<file path="src/design/vhpm_params.svh">
`ifndef VHPM_PARAMS_SVH
`define VHPM_PARAMS_SVH
// ----------------------------------------
// Register indices behind the data port
// ----------------------------------------
`define VHPM_IDX_LOW_PAGE 8'h1D
`define VHPM_IDX_HIGH_PAGE 8'h1E
`define VHPM_IDX_EXT_ENABLE 8'h1F
`define VHPM_IDX_EXT_BASE 8'h20
`define VHPM_IDX_APERTURE 8'h21
// ----------------------------------------
// Field positions and reset values
// ----------------------------------------
`define VHPM_ENABLE_BIT 7
`define VHPM_PAGE_RST 7'h00
`define VHPM_BASE_RST 3'h0
`define VHPM_APERTURE_RST 8'hFF
`define VHPM_AP_USE_PAT 2'h1
`define VHPM_INDEX_RST 8'h00
// ----------------------------------------
// Legacy window placement
// ----------------------------------------
`define VHPM_LEGACY_SEG 16'h000A
`define VHPM_HIGH_WIN_BIT 15
`endif

</file>
<file path="src/design/vhpm_pkg.sv">
package vhpm_pkg;
	// Page value that extends host window addresses
	typedef logic [6:0] vhpm_page_t;
	// Which page register a host cycle uses
	typedef enum logic [1:0] {
		VHPM_PICK_LOW = 2'b01,
		VHPM_PICK_HIGH = 2'b10
	} vhpm_pick_t;
	// Frame buffer and aperture address width (4 MB)
	typedef logic [21:0] vhpm_fbaddr_t;
endpackage

</file>
<file path="src/design/vhpm_map.sv">
`timescale 1ns/10ps
`include "vhpm_params.svh"
module vhpm_map (
	input wire vhpm_pkg::vhpm_page_t i_page_low,
	input wire vhpm_pkg::vhpm_page_t i_page_high,
	input wire logic i_page_pick_control,
	input wire logic i_sequential_chain_four,
	input wire logic i_win_64k,
	input wire logic i_write,
	input wire logic [31:0] i_addr,
	input wire logic [7:0] i_aperture,
	output vhpm_pkg::vhpm_pick_t o_pick,
	output logic o_win_hit,
	output vhpm_pkg::vhpm_fbaddr_t o_fb_addr,
	output logic o_ap_hit,
	output vhpm_pkg::vhpm_fbaddr_t o_ap_addr
);
	import vhpm_pkg::*;

	// ----------------------------------------
	// Page arithmetic
	// ----------------------------------------
	// RULE3 page step size
	// Page as 32K or 8K step plus in-window offset
	function automatic vhpm_fbaddr_t page_addr(input vhpm_page_t pg, input logic [14:0] off,
		input logic seq);
		if (seq) begin
			page_addr = {2'h0, pg, off[12:0]};
		end else begin
			page_addr = {pg, off};
		end
	endfunction

	logic legacy_seg;
	logic [14:0] win_off;
	logic in_span;
	vhpm_fbaddr_t low_addr;
	vhpm_fbaddr_t high_addr;

	// ----------------------------------------
	// Window decode
	// ----------------------------------------
	// Host segment A0000h-AFFFFh
	assign legacy_seg = (i_addr[31:16] == `VHPM_LEGACY_SEG);
	assign win_off = i_addr[14:0];
	// RULE4 first window span
	// RULE5 second window span
	// Span is 8K in sequential chain-4, 32K otherwise
	assign in_span = i_sequential_chain_four ? (i_addr[14:13] == 2'h0) : 1'b1;
	// Windows at A0000h and A8000h
	assign o_win_hit = legacy_seg && in_span;

	// RULE15 cycle type pick
	// RULE16 address bit pick
	// Cycle type or host address bit picks the page
	always_comb begin
		if (!i_page_pick_control) begin
			o_pick = i_write ? VHPM_PICK_HIGH : VHPM_PICK_LOW;
		end else if (i_win_64k) begin
			o_pick = i_addr[15] ? VHPM_PICK_HIGH : VHPM_PICK_LOW;
		end else begin
			o_pick = i_addr[16] ? VHPM_PICK_HIGH : VHPM_PICK_LOW;
		end
	end

	// Both candidate addresses, then the pick
	assign low_addr = page_addr(i_page_low, win_off, i_sequential_chain_four);
	assign high_addr = page_addr(i_page_high, win_off, i_sequential_chain_four);
	assign o_fb_addr = (o_pick == VHPM_PICK_HIGH) ? high_addr : low_addr;

	// ----------------------------------------
	// Aperture decode
	// ----------------------------------------
	// RULE13 FFh maps nothing
	// Only the 01 pattern maps; FFh and other codes do not
	assign o_ap_hit = legacy_seg && (i_aperture[7:6] == `VHPM_AP_USE_PAT);
	// RULE11 aperture address forming
	assign o_ap_addr = {i_aperture[5:0], i_addr[15:0]};
endmodule

</file>
<file path="src/design/vhpm_top.sv">
// Behaviour
// RULE1 - Low window page is seven bits placing the window inside 4 MB.
// RULE2 - High window page is seven bits relocating the other window likewise.
// RULE3 - Pages step 32K normally, 8K in sequential chain-four mode.
// RULE4 - First window starts at A0000h, spanning 8K or 32K.
// RULE5 - Second window starts at A8000h, spanning 8K or 32K.
// RULE6 - Page registers read bit 7 as zero; reset value not guaranteed.
// RULE7 - Enable bit one turns on extended mode and base-located frame access.
// RULE8 - Enable bit zero disables; resets to zero; other bits read zero.
// RULE9 - Three-bit base field matches CPU address bits 26 to 24.
// RULE10 - Base register upper five bits read zero; resets to zero.
// RULE11 - Aperture low six bits over host low sixteen give 22-bit address.
// RULE12 - Software writes aperture top bits as 01 to use it.
// RULE13 - Aperture resets to FFh and then performs no mapping.
// RULE14 - Software only programs FFh or top-bits-01 aperture values.
// RULE15 - Pick control chooses cycle type or address bit for page choice.
// RULE16 - With pick control set, address bit 16 or 15 picks by window size.
// RULE17 - Host writes index port, then accesses data port; device decodes both.
`timescale 1ns/10ps
`include "vhpm_params.svh"
module vhpm_top (
	input wire logic i_clk_sys,
	input wire logic i_rst_b,
	input wire logic i_io_wr,
	input wire logic i_io_rd,
	input wire logic i_io_data_sel,
	input wire logic [7:0] i_io_wdata,
	input wire logic i_mem_valid,
	input wire logic i_mem_write,
	input wire logic [31:0] i_mem_addr,
	input wire logic i_page_pick_control,
	input wire logic i_sequential_chain_four,
	input wire logic i_win_64k,
	output logic [7:0] o_io_rdata,
	output logic o_io_rvalid,
	output logic o_ext_enable,
	output logic [2:0] o_ext_base,
	output logic o_ext_hit,
	output logic o_fb_valid,
	output vhpm_pkg::vhpm_fbaddr_t o_fb_addr,
	output logic o_ap_hit,
	output vhpm_pkg::vhpm_fbaddr_t o_ap_addr
);
	import vhpm_pkg::*;

	logic [7:0] index_q;
	vhpm_page_t low_window_page_q;
	vhpm_page_t high_window_page_q;
	logic [2:0] base_q;
	logic [7:0] aperture_q;
	logic data_wr;
	logic [7:0] rdata_d;
	vhpm_pick_t pick;
	logic win_hit;
	vhpm_fbaddr_t fb_addr_d;
	logic ap_hit_d;
	vhpm_fbaddr_t ap_addr_d;

	// ----------------------------------------
	// Register read decode
	// ----------------------------------------
	// Unmapped indices read as zero; reserved bits are zero-filled
	function automatic logic [7:0] reg_read(input logic [7:0] idx, input vhpm_page_t p0,
		input vhpm_page_t p1, input logic en, input logic [2:0] gb, input logic [7:0] ap);
		unique case (idx)
			`VHPM_IDX_LOW_PAGE: reg_read = {1'b0, p0};
			`VHPM_IDX_HIGH_PAGE: reg_read = {1'b0, p1};
			`VHPM_IDX_EXT_ENABLE: reg_read = {en, 7'h00};
			`VHPM_IDX_EXT_BASE: reg_read = {5'h00, gb};
			`VHPM_IDX_APERTURE: reg_read = ap;
			default: reg_read = 8'h00;
		endcase
	endfunction

	// ----------------------------------------
	// Indexed port access
	// ----------------------------------------
	assign data_wr = i_io_wr && i_io_data_sel;

	// RULE17 index port write
	always_ff @(posedge i_clk_sys) begin
		if (!i_rst_b) begin
			index_q <= `VHPM_INDEX_RST;
		end else if (i_io_wr && !i_io_data_sel) begin
			index_q <= i_io_wdata;
		end
	end

	// RULE1 low page store
	// Reset to a known value although software must not rely on it
	always_ff @(posedge i_clk_sys) begin
		if (!i_rst_b) begin
			low_window_page_q <= `VHPM_PAGE_RST;
		end else if (data_wr && index_q == `VHPM_IDX_LOW_PAGE) begin
			low_window_page_q <= i_io_wdata[6:0];
		end
	end

	// RULE2 high page store
	always_ff @(posedge i_clk_sys) begin
		if (!i_rst_b) begin
			high_window_page_q <= `VHPM_PAGE_RST;
		end else if (data_wr && index_q == `VHPM_IDX_HIGH_PAGE) begin
			high_window_page_q <= i_io_wdata[6:0];
		end
	end

	// RULE7 enable bit write
	// RULE8 clears on zero, resets low
	always_ff @(posedge i_clk_sys) begin
		if (!i_rst_b) begin
			o_ext_enable <= 1'b0;
		end else if (data_wr && index_q == `VHPM_IDX_EXT_ENABLE) begin
			o_ext_enable <= i_io_wdata[`VHPM_ENABLE_BIT];
		end
	end

	// RULE10 base field store
	always_ff @(posedge i_clk_sys) begin
		if (!i_rst_b) begin
			base_q <= `VHPM_BASE_RST;
		end else if (data_wr && index_q == `VHPM_IDX_EXT_BASE) begin
			base_q <= i_io_wdata[2:0];
		end
	end

	// RULE13 aperture resets disabled
	// Any value is stored; only FFh and 01xxxxxx are meaningful to software
	always_ff @(posedge i_clk_sys) begin
		if (!i_rst_b) begin
			aperture_q <= `VHPM_APERTURE_RST;
		end else if (data_wr && index_q == `VHPM_IDX_APERTURE) begin
			aperture_q <= i_io_wdata;
		end
	end

	// RULE6 reserved bits read zero
	assign rdata_d = reg_read(index_q, low_window_page_q, high_window_page_q, o_ext_enable,
		base_q, aperture_q);

	// Read data registered; index port itself reads back the index
	always_ff @(posedge i_clk_sys) begin
		if (!i_rst_b) begin
			o_io_rdata <= 8'h00;
			o_io_rvalid <= 1'b0;
		end else begin
			o_io_rvalid <= i_io_rd;
			if (i_io_rd) begin
				o_io_rdata <= i_io_data_sel ? rdata_d : index_q;
			end
		end
	end

	assign o_ext_base = base_q;

	// ----------------------------------------
	// Host memory mapping
	// ----------------------------------------
	vhpm_map u_map (
		.i_page_low(low_window_page_q),
		.i_page_high(high_window_page_q),
		.i_page_pick_control(i_page_pick_control),
		.i_sequential_chain_four(i_sequential_chain_four),
		.i_win_64k(i_win_64k),
		.i_write(i_mem_write),
		.i_addr(i_mem_addr),
		.i_aperture(aperture_q),
		.o_pick(pick),
		.o_win_hit(win_hit),
		.o_fb_addr(fb_addr_d),
		.o_ap_hit(ap_hit_d),
		.o_ap_addr(ap_addr_d)
	);

	// RULE4 window translation result
	// RULE5 second window likewise
	// One cycle of latency keeps the outputs on flops
	always_ff @(posedge i_clk_sys) begin
		if (!i_rst_b) begin
			o_fb_valid <= 1'b0;
			o_fb_addr <= '0;
			o_ap_hit <= 1'b0;
			o_ap_addr <= '0;
		end else begin
			o_fb_valid <= i_mem_valid && win_hit;
			o_fb_addr <= fb_addr_d;
			// RULE11 aperture address forming
			o_ap_hit <= i_mem_valid && ap_hit_d;
			o_ap_addr <= ap_addr_d;
		end
	end

	// RULE9 base decode on bits 26-24
	always_ff @(posedge i_clk_sys) begin
		if (!i_rst_b) begin
			o_ext_hit <= 1'b0;
		end else begin
			o_ext_hit <= i_mem_valid && o_ext_enable && (i_mem_addr[26:24] == base_q);
		end
	end
endmodule

</file>
<file path="config.mk">
export PLATFORM = sky130hd
export DESIGN_NAME = vhpm_top
export DESIGN_NICKNAME = d
export VERILOG_FILES = /design/src/design/vhpm_pkg.sv /design/src/design/vhpm_map.sv /design/src/design/vhpm_top.sv
export VERILOG_INCLUDE_DIRS = /design/src /design/src/design
export SDC_FILE = /design/constraint.sdc
export NUM_CORES = 1
export LEC_CHECK = 0
export BUFFER_PORTS_ARGS = -buffer_cell sky130_fd_sc_hd__buf_2
export CORE_UTILIZATION = 54
export CTS_CLUSTER_SIZE = 16
export DETAILED_ROUTE_END_ITERATION = 10
export PLACE_DENSITY = 0.95
export SKIP_CTS_REPAIR_TIMING = 1
export SLEW_MARGIN = 20
export SYNTH_ARGS = -nofsm -noshare
export SYNTH_HDL_FRONTEND = slang
export SYNTH_SLANG_ARGS = --single-unit
</file>
<file path="constraint.sdc">
create_clock -name i_clk_sys -period 2.7 [get_ports i_clk_sys]
set_clock_uncertainty 0.1 [all_clocks]
set_input_delay 0 -clock i_clk_sys [delete_from_list [all_inputs] [get_ports i_clk_sys]]
set_output_delay 0 -clock i_clk_sys [all_outputs]
set_load 0.05 [all_outputs]
</file>
# == Word-level counts from Yosys, hierarchy flattened ==
# Cells that the tools add are included.
# totals
output_inout_bits,60
elab_cells,48
inputBits,50
ff_bits,90
# classes
eq_ne,9
muxes,11
n_reduce_logical,15
# op_table
op,count
22-bit 2-to-1 mux,3
8-bit one-hot mux with 5 select lines,1
8-bit by 5-bit equality test with 1-bit output (second input constant),3
16-bit by 4-bit equality test with 1-bit output (second input constant),1
8-bit by 6-bit equality test with 1-bit output (second input constant),2
1-bit logical AND,13
2-bit 2-to-1 mux,5
8-bit 2-to-1 mux,1
3-bit equality test,1
2-bit by 1-bit equality test with 1-bit output (second input constant),1
2-bit equality test (second input constant),1
2-bit logical NOT,1
1-bit logical NOT,1
1-bit 2-to-1 mux,1

# == Logic depth before layout (Yosys ltp) ==
# Gate-level depths: netlist (run 1).
# depth
depth_word,5
ltp_mapped,6
ltp_nobuf,5

# == By module ==
# Synthesis (run 1) repeated with hierarchy kept, for this count alone.
# unflattened
cells_unflattened,410
area_unflattened_um2,4022.6
# modules_own_cells
module,area_per_inst_um2,seq_area_each_um2,cells_per_inst,instances
vhpm_top,3360.7,1801.7,327,1
vhpm_map,661.9,0.0,83,1

# == Worst setup path before layout (run 1) ==
# Ideal clock, no wire load.
# synth_path
path_type,register -> register
startpoint,register index_q[5]
endpoint,register o_io_rdata[1]
t_arrival_ns,1.485
n_path_buf,1
slack_ns,0.976
required_time_ns,2.461
synth_period_minus_slack_ns,1.724
setup_ns,0.139
path_stages_with_launch,7
path_cell_list,dfxtp_1 and4b_4 and2_4 buf_6 a22o_4 a2111oi_4 a2111oi_2
# synth_between
elab_chain_cells,3
word_cells_on_any_way,7
classes_between,eq/ne (5); mux (2)
# synth_lines
element,line,source
start: declaration,vhpm_top.sv:46,logic [7:0] index_q;
start signal: assignment,vhpm_top.sv:83,index_q <= `VHPM_INDEX_RST;
start signal: assignment,vhpm_top.sv:85,index_q <= i_io_wdata;
8-bit by 6-bit equality test with 1-bit output / 8-bit by 5-bit equality test with 1-bit output (equally long branches),vhpm_top.sv:65,unique case (idx)
8-bit one-hot mux with 5 select lines *,vhpm_top.sv:65,
8-bit 2-to-1 mux *,vhpm_top.sv:149,o_io_rdata <= i_io_data_sel ? rdata_d : index_q;
end signal: assignment,vhpm_top.sv:149,
end: declaration,vhpm_top.sv:34,"output logic [7:0] o_io_rdata,"
# Mark *: on every way between the ends. The rest lies on a longest branch, timed or not.
# A chain may end at the register's enable or synchronous reset.

# == Final worst setup path (run 1) ==
# layout_path
startpoint,register index_q[0]
endpoint,register low_window_page_q[0]
# layout_between
elab_chain_cells,2
# layout_lines
element,line,source
8-bit by 5-bit equality test with 1-bit output,n/a,
1-bit logical AND (no source line),n/a,
end signal: assignment,vhpm_top.sv:93,low_window_page_q <= `VHPM_PAGE_RST;
end signal: assignment,vhpm_top.sv:95,low_window_page_q <= i_io_wdata[6:0];
end: declaration,vhpm_top.sv:47,vhpm_page_t low_window_page_q;
# Every way passes these cells.

==> reports/qor.yml, run 1 <==
timing:
  setup_viol: 0
  finalWorstSetupSlack_ns: 0.560
  fin_tns_setup_ns: 0
  worst_pin_slew_ns: 0.591
  slew_viol_final: 0
  min_period_over_period_pct: 79.2
  fmax_mhz: 467
  min_period_ns: 2.14
  hold_violations: 0
  whs_ns: 0.0332
  rsz0062_at_grt: "no"
  slew_headroom_pct: 60.6
synthesis:
  netlist_area_sq_um: 3270
  synth_area_per_cell_sq_um: 9.74
  synth_area_leaders: "dfxtp_1, mux2i_1, nor2b_1"
  synth.most_common_cell: "dfxtp_1"
  synth_area_leader_cell: "dfxtp_1"
  synth_enable_flop_cells: 0
  synth_cells: 336
  synth_seq_cells: 77
  synth_fp_nets: 386
  synth_common_cells: "dfxtp_1, mux2i_1, nor2b_1"
  yosysTopAreaCellShare_pct: 47.1
  async_flop_share_pct: 0
  ys_seq_area_share_pct: 47.1
  synth_ff_type: "dfxtp_1"
  ys_warn_count: 0
  ys_types: 52
die:
  core-area_sq_um: 5680
  std_cell_rows: 27
  io_pins: 110
  die_height_microns: 79.9
  dieArea_sq_um: 6380
  die_w_microns: 79.9
  initial_core_util_pct: 57.7
cells_and_area:
  n_antenna_cell: 0
  nFillCells: 382
  area_delta_synth_final_pct: 31.2
  drive_gt1_share_pct: 30.4
  nets: 505
route:
  dr.first_iter.drc_count: 167
  wl_met2_mm: 4.30
  drt-vias-per-instance: 5.57
  vias: 2963
  drc_errors: 0
  wl_mm: 8.72
  wl_met1_mm: 3.31
  wl_per_cell_microns: 16.4
  top_layer_used: "met4"
  dr.pass1.iters: 5
  antenna_left: 0
  dr_wl_met3_microns: 818
place:
  gp_congestion: 0.964
  placement.io_buffers: 109
  place_ws_ns: 0.664
  hpwl_mm: 5.86
grt:
  antenna_found_initial: 0
  grt_pass1_wl_mm: 12.2
  grt_remaining_overflow: 0
  grt_pass1_vias: 2662
  grt_max_degree: 71
  grtUsageTotal_pct: 25.7
clocking:
  clockRootBuffer: "clkbuf_8"
  cts_htree_levels: 3
  numCtsBuffers: 9
  clock_path_buffers: 2
  clk_pin_slew_ns: 0.07
  clock_sinks: 77
  clkLatencyLatePin_ns: 0.35
  cts_tree: "built"
setup_path:
  critPathRequiredTime_ns: 2.84
  cp.arrival_ns: 2.28
  end_kind: "flip-flop"
  crit_type: "flip-flop to flip-flop"
  critPathLaunchType: "flip-flop"
  crit_fanout: 15
job:
  max-cap-violations: 0
outcome:
  status: "finished, final reports clean"
power:
  power.leakage_nw: 2.01
  vdd_drop_max_mv: 0.477
  powerDensity_nw_per_um2: 623
worst_hold_path:
  hp-class: "input port to flip-flop"
==> cells by family after synthesis <==
| group | Yosys count | share of synthesized area (%) |
|---|---|---|
| DFF | 77 | 47.1 |
| and+or+nand+nor | 125 | 22.6 |
| xor gates and xnor gates | 3 | 0.803 |
| buffers and inverters | 40 | 6.50 |
| muxes | 34 | 10.4 |
| AOI/OAI and AO/OA | 57 | 12.6 |
==> registers in the layout (all words and copies together), names as in the netlist <==
register,flops
o_ap_addr,9
low_window_page_q,7
o_ap_hit,1
o_fb_valid,1
o_ext_hit,1
aperture_q,8
high_window_page_q,7
o_ext_enable,1
o_io_rdata,8
o_ext_base,3
index_q,8
o_io_rvalid,1
o_fb_addr,22
==> power by group <==
group / total, mW / internal (mW) / switching, mW
Sequential: 1.19 / 1.17 / 0.0210
Clock: 1.13 / 0.704 / 0.422
Combinational: 0.365 / 0.128 / 0.237
Total: 2.68 / 2.00 / 0.679
==> per-stage QoR <==
stage          power [mW]  util, %  cells  instance area, sq um
6_report             2.68     75.7    532                  4300
5_1_grt              2.76     75.7    532                  4300
4_1_cts              2.65     70.4    502                  4000
3_5_place_dp         1.54     65.8    486                  3730
3_3_place_gp         1.53     65.8    486                  3730
2_1_floorplan        1.45        -    336                  3270
==> worst paths after layout <==
path                            slack, ns  depth (start not counted)                   end           start
worst max-delay path                 0.56                          4  low_window_page_q[0]      index_q[0]
worst min-delay path                 0.03                          3              o_ap_hit  i_mem_addr[17]
worst max register to register       0.56                          4  low_window_page_q[0]      index_q[0]
worst min register to register       0.40                          1         o_ap_addr[18]   aperture_q[2]
==> per-layer routing <==
metal / track usage [%] / vias up
met4: 12.5 / 0
met1: 28.8 / 1370
met5: 0 / -
met2: 43.8 / 167
met3: 8.11 / 34
li1: - / 1392
==> layout make-up <==
class / instances / area, sq um / share of cell area, %
sequential: 77 / 1540 / 35.9
multi-input combinational: 219 / 1520 / 35.4
tap: 72 / 90.1 / 2.10
clock buffer: 9 / 124 / 2.88
clock inverter: 7 / 138 / 3.20
inverter: 8 / 30.0 / 0.699
timing repair buffer: 140 / 853 / 19.9
==> critical path, stage by stage (launching register included) <==
cell,delay (ns)
dfxtp_1,0.68
nand2b_1,0.36
nor3_4,0.52
mux2i_1,0.31
nor2b_1,0.07
==> cell usage in the layout (no fill, tap or decap), types with 3 or more instances in the layout <==
cell type,count
bufinv_16,4
xor2_1,3
o221ai_1,4
dlygate4sd3_1,30
o21ai_0,14
mux2i_1,33
buf_2,109
a21oi_1,10
o22ai_1,5
nor2_1,11
o21a_1,4
nor4_1,4
nand2b_1,3
nor2b_1,27
nand2_1,24
inv_1,8
a22oi_1,4
nand3_1,12
clkbuf_8,9
and2_1,25
dfxtp_1,77
(Power assumes the default switching activity.)
==> inputs of run 2 (changes only) <==
--- a/config.mk
+++ b/config.mk
@@ -7,10 +7,10 @@
 export NUM_CORES = 1
 export LEC_CHECK = 0
 export BUFFER_PORTS_ARGS = -buffer_cell sky130_fd_sc_hd__buf_2
-export CORE_UTILIZATION = 54
+export CORE_UTILIZATION = 45
 export CTS_CLUSTER_SIZE = 16
 export DETAILED_ROUTE_END_ITERATION = 10
-export PLACE_DENSITY = 0.95
+export PLACE_DENSITY = 0.86
 export SKIP_CTS_REPAIR_TIMING = 1
 export SLEW_MARGIN = 20
 export SYNTH_ARGS = -nofsm -noshare
==> constraint.sdc (replaced) <==
create_clock -name i_clk_sys -period 1.85 [get_ports i_clk_sys]
set_clock_uncertainty 0.1 [all_clocks]
set_input_delay 0 -clock i_clk_sys [delete_from_list [all_inputs] [get_ports i_clk_sys]]
set_output_delay 0 -clock i_clk_sys [all_outputs]
set_load 0.05 [all_outputs]
==> run 2 against run 1 <==
The run now ends with setup timing left; sequential share of layout area fell by 0.73 points; die area is 19% higher; critical endpoint is now o_fb_valid; clock power is 41% higher; combinational power increased by 55%; worst hold slack worse by 0.018 ns.
==> reports/qor.yml, run 2 (synthesized netlist as in run 1, its figures left out) <==
outcome:
  status: "finished, violations left"
  violations: "setup timing"
clocking:
  cts_htree_levels: 3
  clkLatencyLatePin_ns: 0.36
  clock_path_buffers: 2
  cts_tree: "built"
  numCtsBuffers: 9
  clockRootBuffer: "clkbuf_8"
  clock_sinks: 77
  clk_pin_slew_ns: 0.08
route:
  wl_met1_mm: 3.99
  wl_met2_mm: 5.25
  drt-vias-per-instance: 5.42
  dr.first_iter.drc_count: 258
  vias: 3052
  antenna_left: 0
  wl_mm: 10.4
  drc_errors: 0
  wl_per_cell_microns: 18.5
  dr_wl_met3_microns: 753
  top_layer_used: "met4"
  dr.pass1.iters: 5
grt:
  antenna_found_initial: 0
  grt_max_degree: 71
  grtUsageTotal_pct: 23.4
  grt_remaining_overflow: 0
  grt_pass1_wl_mm: 13.3
  grt_pass1_vias: 2717
cells_and_area:
  n_antenna_cell: 0
  fin_cells: 563
  top_register: "o_fb_addr"
  top_regs: "o_fb_addr (22), o_ap_addr (9)"
  nets: 512
  drive_gt1_share_pct: 31.7
  final_cell_mix: "buf_2, dfxtp_1, mux2i_1, dlygate4sd3_1, nor2b_1"
  mostFrequentLayoutCell: "buf_2"
  largest_reg_flops: 22
  area_delta_synth_final_pct: 33.9
die:
  std_cell_rows: 30
  initial_core_util_pct: 47.4
  core-area_sq_um: 6910
  die_height_microns: 87.3
  die_w_microns: 87.3
  io_pins: 110
  dieArea_sq_um: 7620
place:
  placed_cells: 517
  hpwl_mm: 6.36
  placement.io_buffers: 109
  place_ws_ns: 0.0454
  gp_congestion: 0.824
power:
  powerDensity_nw_per_um2: 886
  vdd_drop_max_mv: 0.420
  power.leakage_nw: 2.03
timing:
  whs_ns: 0.0155
  finalWorstSetupSlack_ns: -0.132
  fin_tns_setup_ns: -0.146
  slew_headroom_pct: 59.0
  hold_violations: 0
  fmax_mhz: 505
  worst_pin_slew_ns: 0.607
  setup_viol: 2
  min_period_over_period_pct: 107
  slew_viol_final: 0
  rsz0062_at_grt: "yes"
  min_period_ns: 1.98
setup_path:
  cp-startpoint: "i_mem_valid"
  end_kind: "flip-flop"
  crit_type: "input port to flip-flop"
  cp.arrival_ns: 2.18
  critPathLaunchType: "input port"
  reg2reg_from: "index_q[2]"
  crit_fanout: 2
  critPathRequiredTime_ns: 2.05
  ff2ff_setup_slack_ns: -0.01
job:
  max-cap-violations: 0
worst_hold_path:
  hp-start: "i_io_wr"
  hp-class: "input port to flip-flop"
run 2: changes by cell type in the layout (fill, tap and decap cells not counted), sizes merged:
cell / delta
bufinv: -1
clkbuf: +2
buf: +7
inv: +1
clkinv: -2
run 2: worst paths after layout:
path                   endpoint  cells past startpoint
hold reg to reg   o_ap_addr[19]                      1
setup reg to reg  o_ext_base[0]                      5
setup / recovery     o_fb_valid                      6
hold / removal     o_ext_enable                      5
run 2: layer usage:
layer	global-route usage (%)	up-vias
li1	-	1401
met1	26.2	1443
met2	42.3	167
met3	5.97	41
met4	9.24	0
met5	0	-
run 2: power breakdown:
part	leakage, nW	switching (mW)	total [mW]	internal (mW)
registers	0.630	0.0263	1.73	1.70
clock network	0.120	0.650	1.59	0.939
logic	1.28	0.372	0.567	0.195
total	2.03	1.05	3.88	2.84
run 2: area by class of cell:
type	count	area [sq um]
Inverter	8	30.0
Timing Repair Buffer	147	906
Fill cell	549	2520
Tap cell	96	120
Sequential cell	77	1540
Clock buffer	11	141
Clock inverter	5	106
Multi-Input combinational cell	219	1540
run 2: metrics by stage:
stage	instance area, sq um	utilization, %	power (mW)
finish	4380	63.5	3.88
global route	4380	63.5	4.01
CTS	4060	58.8	3.82
detailed placement	3820	55.3	2.26
global placement	3820	55.3	2.25
floorplan	3270	-	2.12
run 2: worst max-delay path, stage by stage:
cell           delay [ns]
dlygate4sd3_1        0.53
buf_2                0.12
nand4b_1             0.19
nor4b_1              0.58
dlygate4sd3_1        0.64
and2_1               0.12
==> inputs of run 3 (changes only) <==
--- a/config.mk
+++ b/config.mk
@@ -10,7 +10,9 @@
 export CORE_UTILIZATION = 45
 export CTS_CLUSTER_SIZE = 16
 export DETAILED_ROUTE_END_ITERATION = 10
+export HOLD_SLACK_MARGIN = 0.12
 export PLACE_DENSITY = 0.86
+export SETUP_SLACK_MARGIN = 0.05
 export SKIP_CTS_REPAIR_TIMING = 1
 export SLEW_MARGIN = 20
 export SYNTH_ARGS = -nofsm -noshare
==> run 3 against run 2 <==
The run now ends clean; non-clock buffer count up 17; worst hold slack better by 0.10 ns; global-route usage unchanged; sequential cell count unchanged; maximum frequency up 13%; setup slack better by 0.22 ns; sequential share of layout area down 1.4 points; sequential power about the same; register-to-register slack better by 0.099 ns; highest routed layer unchanged.
==> reports/qor.yml, run 3 (synthesized netlist as in run 1, its figures left out) <==
outcome:
  status: "finished, final reports clean"
grt:
  met3_usage_pct: 5.97
  antenna_found_initial: 0
  use_met1_pct: 26.2
  grt_remaining_overflow: 0
  grt_max_degree: 71
  grt_use_met2_pct: 42.3
  grtUsageTotal_pct: 23.4
  grt-busiest-layer: "met2"
  grt_pass1_vias: 2717
  grt_pass1_wl_mm: 13.3
timing:
  fmax_mhz: 568
  finalWorstSetupSlack_ns: 0.0888
  slew_viol_final: 0
  setup_viol: 0
  worst_pin_slew_ns: 0.576
  min_period_over_period_pct: 95.2
  slew_headroom_pct: 61.6
  fin_tns_setup_ns: 0
  rsz0062_at_grt: "yes"
  hold_violations: 0
  min_period_ns: 1.76
die:
  core-area_sq_um: 6910
  dieArea_sq_um: 7620
  std_cell_rows: 30
  initial_core_util_pct: 47.4
  die_w_microns: 87.3
  die_height_microns: 87.3
  io_pins: 110
clocking:
  clock_sinks: 77
  cts_htree_levels: 3
  clock_path_buffers: 2
  cts_tree: "built"
  clk_pin_slew_ns: 0.08
  numCtsBuffers: 9
  clkLatencyLatePin_ns: 0.36
  clockRootBuffer: "clkbuf_8"
setup_path:
  end_kind: "flip-flop"
  cp-startpoint: "index_q[5]"
  rr_worst_depth: 5
  reg2reg_from: "index_q[5]"
  endpoint: "high_window_page_q[0]"
  crit_type: "flip-flop to flip-flop"
  ff2ff_setup_slack_ns: 0.09
  critPathLaunchType: "flip-flop"
  timing.rr.end: "high_window_page_q[0]"
  cp.arrival_ns: 1.90
  critPathRequiredTime_ns: 1.99
  crit_fanout: 9
route:
  antenna_left: 0
  drc_errors: 0
  wl_per_cell_microns: 18.7
  vias: 3136
  wl_mm: 10.8
  dr.pass1.iters: 4
  drt-vias-per-instance: 5.41
  dr.first_iter.drc_count: 256
cells_and_area:
  final_cell_mix: "buf_2, dfxtp_1, dlygate4sd3_1, mux2i_1, nor2b_1"
  n_antenna_cell: 0
  largest_reg_flops: 22
  area_delta_synth_final_pct: 39.8
  drive_gt1_share_pct: 31.8
  nFillCells: 496
  mostFrequentLayoutCell: "buf_2"
  top_register: "o_fb_addr"
  top_regs: "o_fb_addr (22), o_ap_addr (9)"
  final_cell_area_sq_um: 4580
  nets: 529
worst_hold_path:
  hp-class: "input port to flip-flop"
  hp-start: "i_rst_b"
place:
  placedInstanceArea_sq_um: 3820
  place_ws_ns: 0.0454
  placement.io_buffers: 109
  gp_congestion: 0.824
  hpwl_mm: 6.36
power:
  power.leakage_nw: 2.10
  powerDensity_nw_per_um2: 857
  vdd_drop_max_mv: 0.426
  power_mw: 3.92
job:
  max-cap-violations: 0
run 3: worst min path at each step:
| stage | endpoint | slack (ns) | depth (start not counted) |
|---|---|---|---|
| finish | aperture_q[2] | 0.12 | 3 |
| global route | o_fb_addr[20] | 0.16 | 4 |
| CTS | o_fb_addr[1] | -0.26 | 2 |
| detailed placement | o_fb_addr[1] | 0.11 | 2 |
| global placement | o_fb_addr[0] | 0.11 | 2 |
| floorplan | o_fb_addr[13] | -0.01 | 1 |
run 3: critical path: stages (launching register included):
cell and delay [ns]:
dfxtp_2 0.34, and4b_4 0.35, and2_4 0.23, nand4_4 0.24, mux2i_1 0.29, nor2b_1 0.09
run 3: final cells by class:
type,instances,area (sq um),area share [%]
Timing Repair Buffer,164,1080,23.5
Clock buffer,11,141,3.09
Clock inverter,5,106,2.32
Multi-Input combinational cell,219,1560,34.0
Inverter,8,30.0,0.656
Sequential cell,77,1550,33.8
Tap cell,96,120,2.62
run 3: stage by stage:
stage                     hold slack (ns)  utilization, %  std cells
after floorplan                   -0.0102               -        336
after global placement              0.106            55.3        517
after detailed placement            0.109            55.3        517
after CTS                          -0.262            58.8        533
after global routing                0.155            66.3        580
final                               0.118            66.3        580
run 3: per-layer routing:
layer	share of wire [%]	up-vias
met1	38	1490
li1	-	1439
met2	51	163
met4	4.0	0
met3	6.8	44
met5	0	-
run 3: power by group:
part | switching, mW | leakage (nW) | total (mW) | internal, mW
combinational | 0.380 | 1.35 | 0.602 | 0.222
sequential | 0.0285 | 0.631 | 1.73 | 1.70
clock | 0.653 | 0.120 | 1.59 | 0.939
total | 1.06 | 2.10 | 3.92 | 2.86
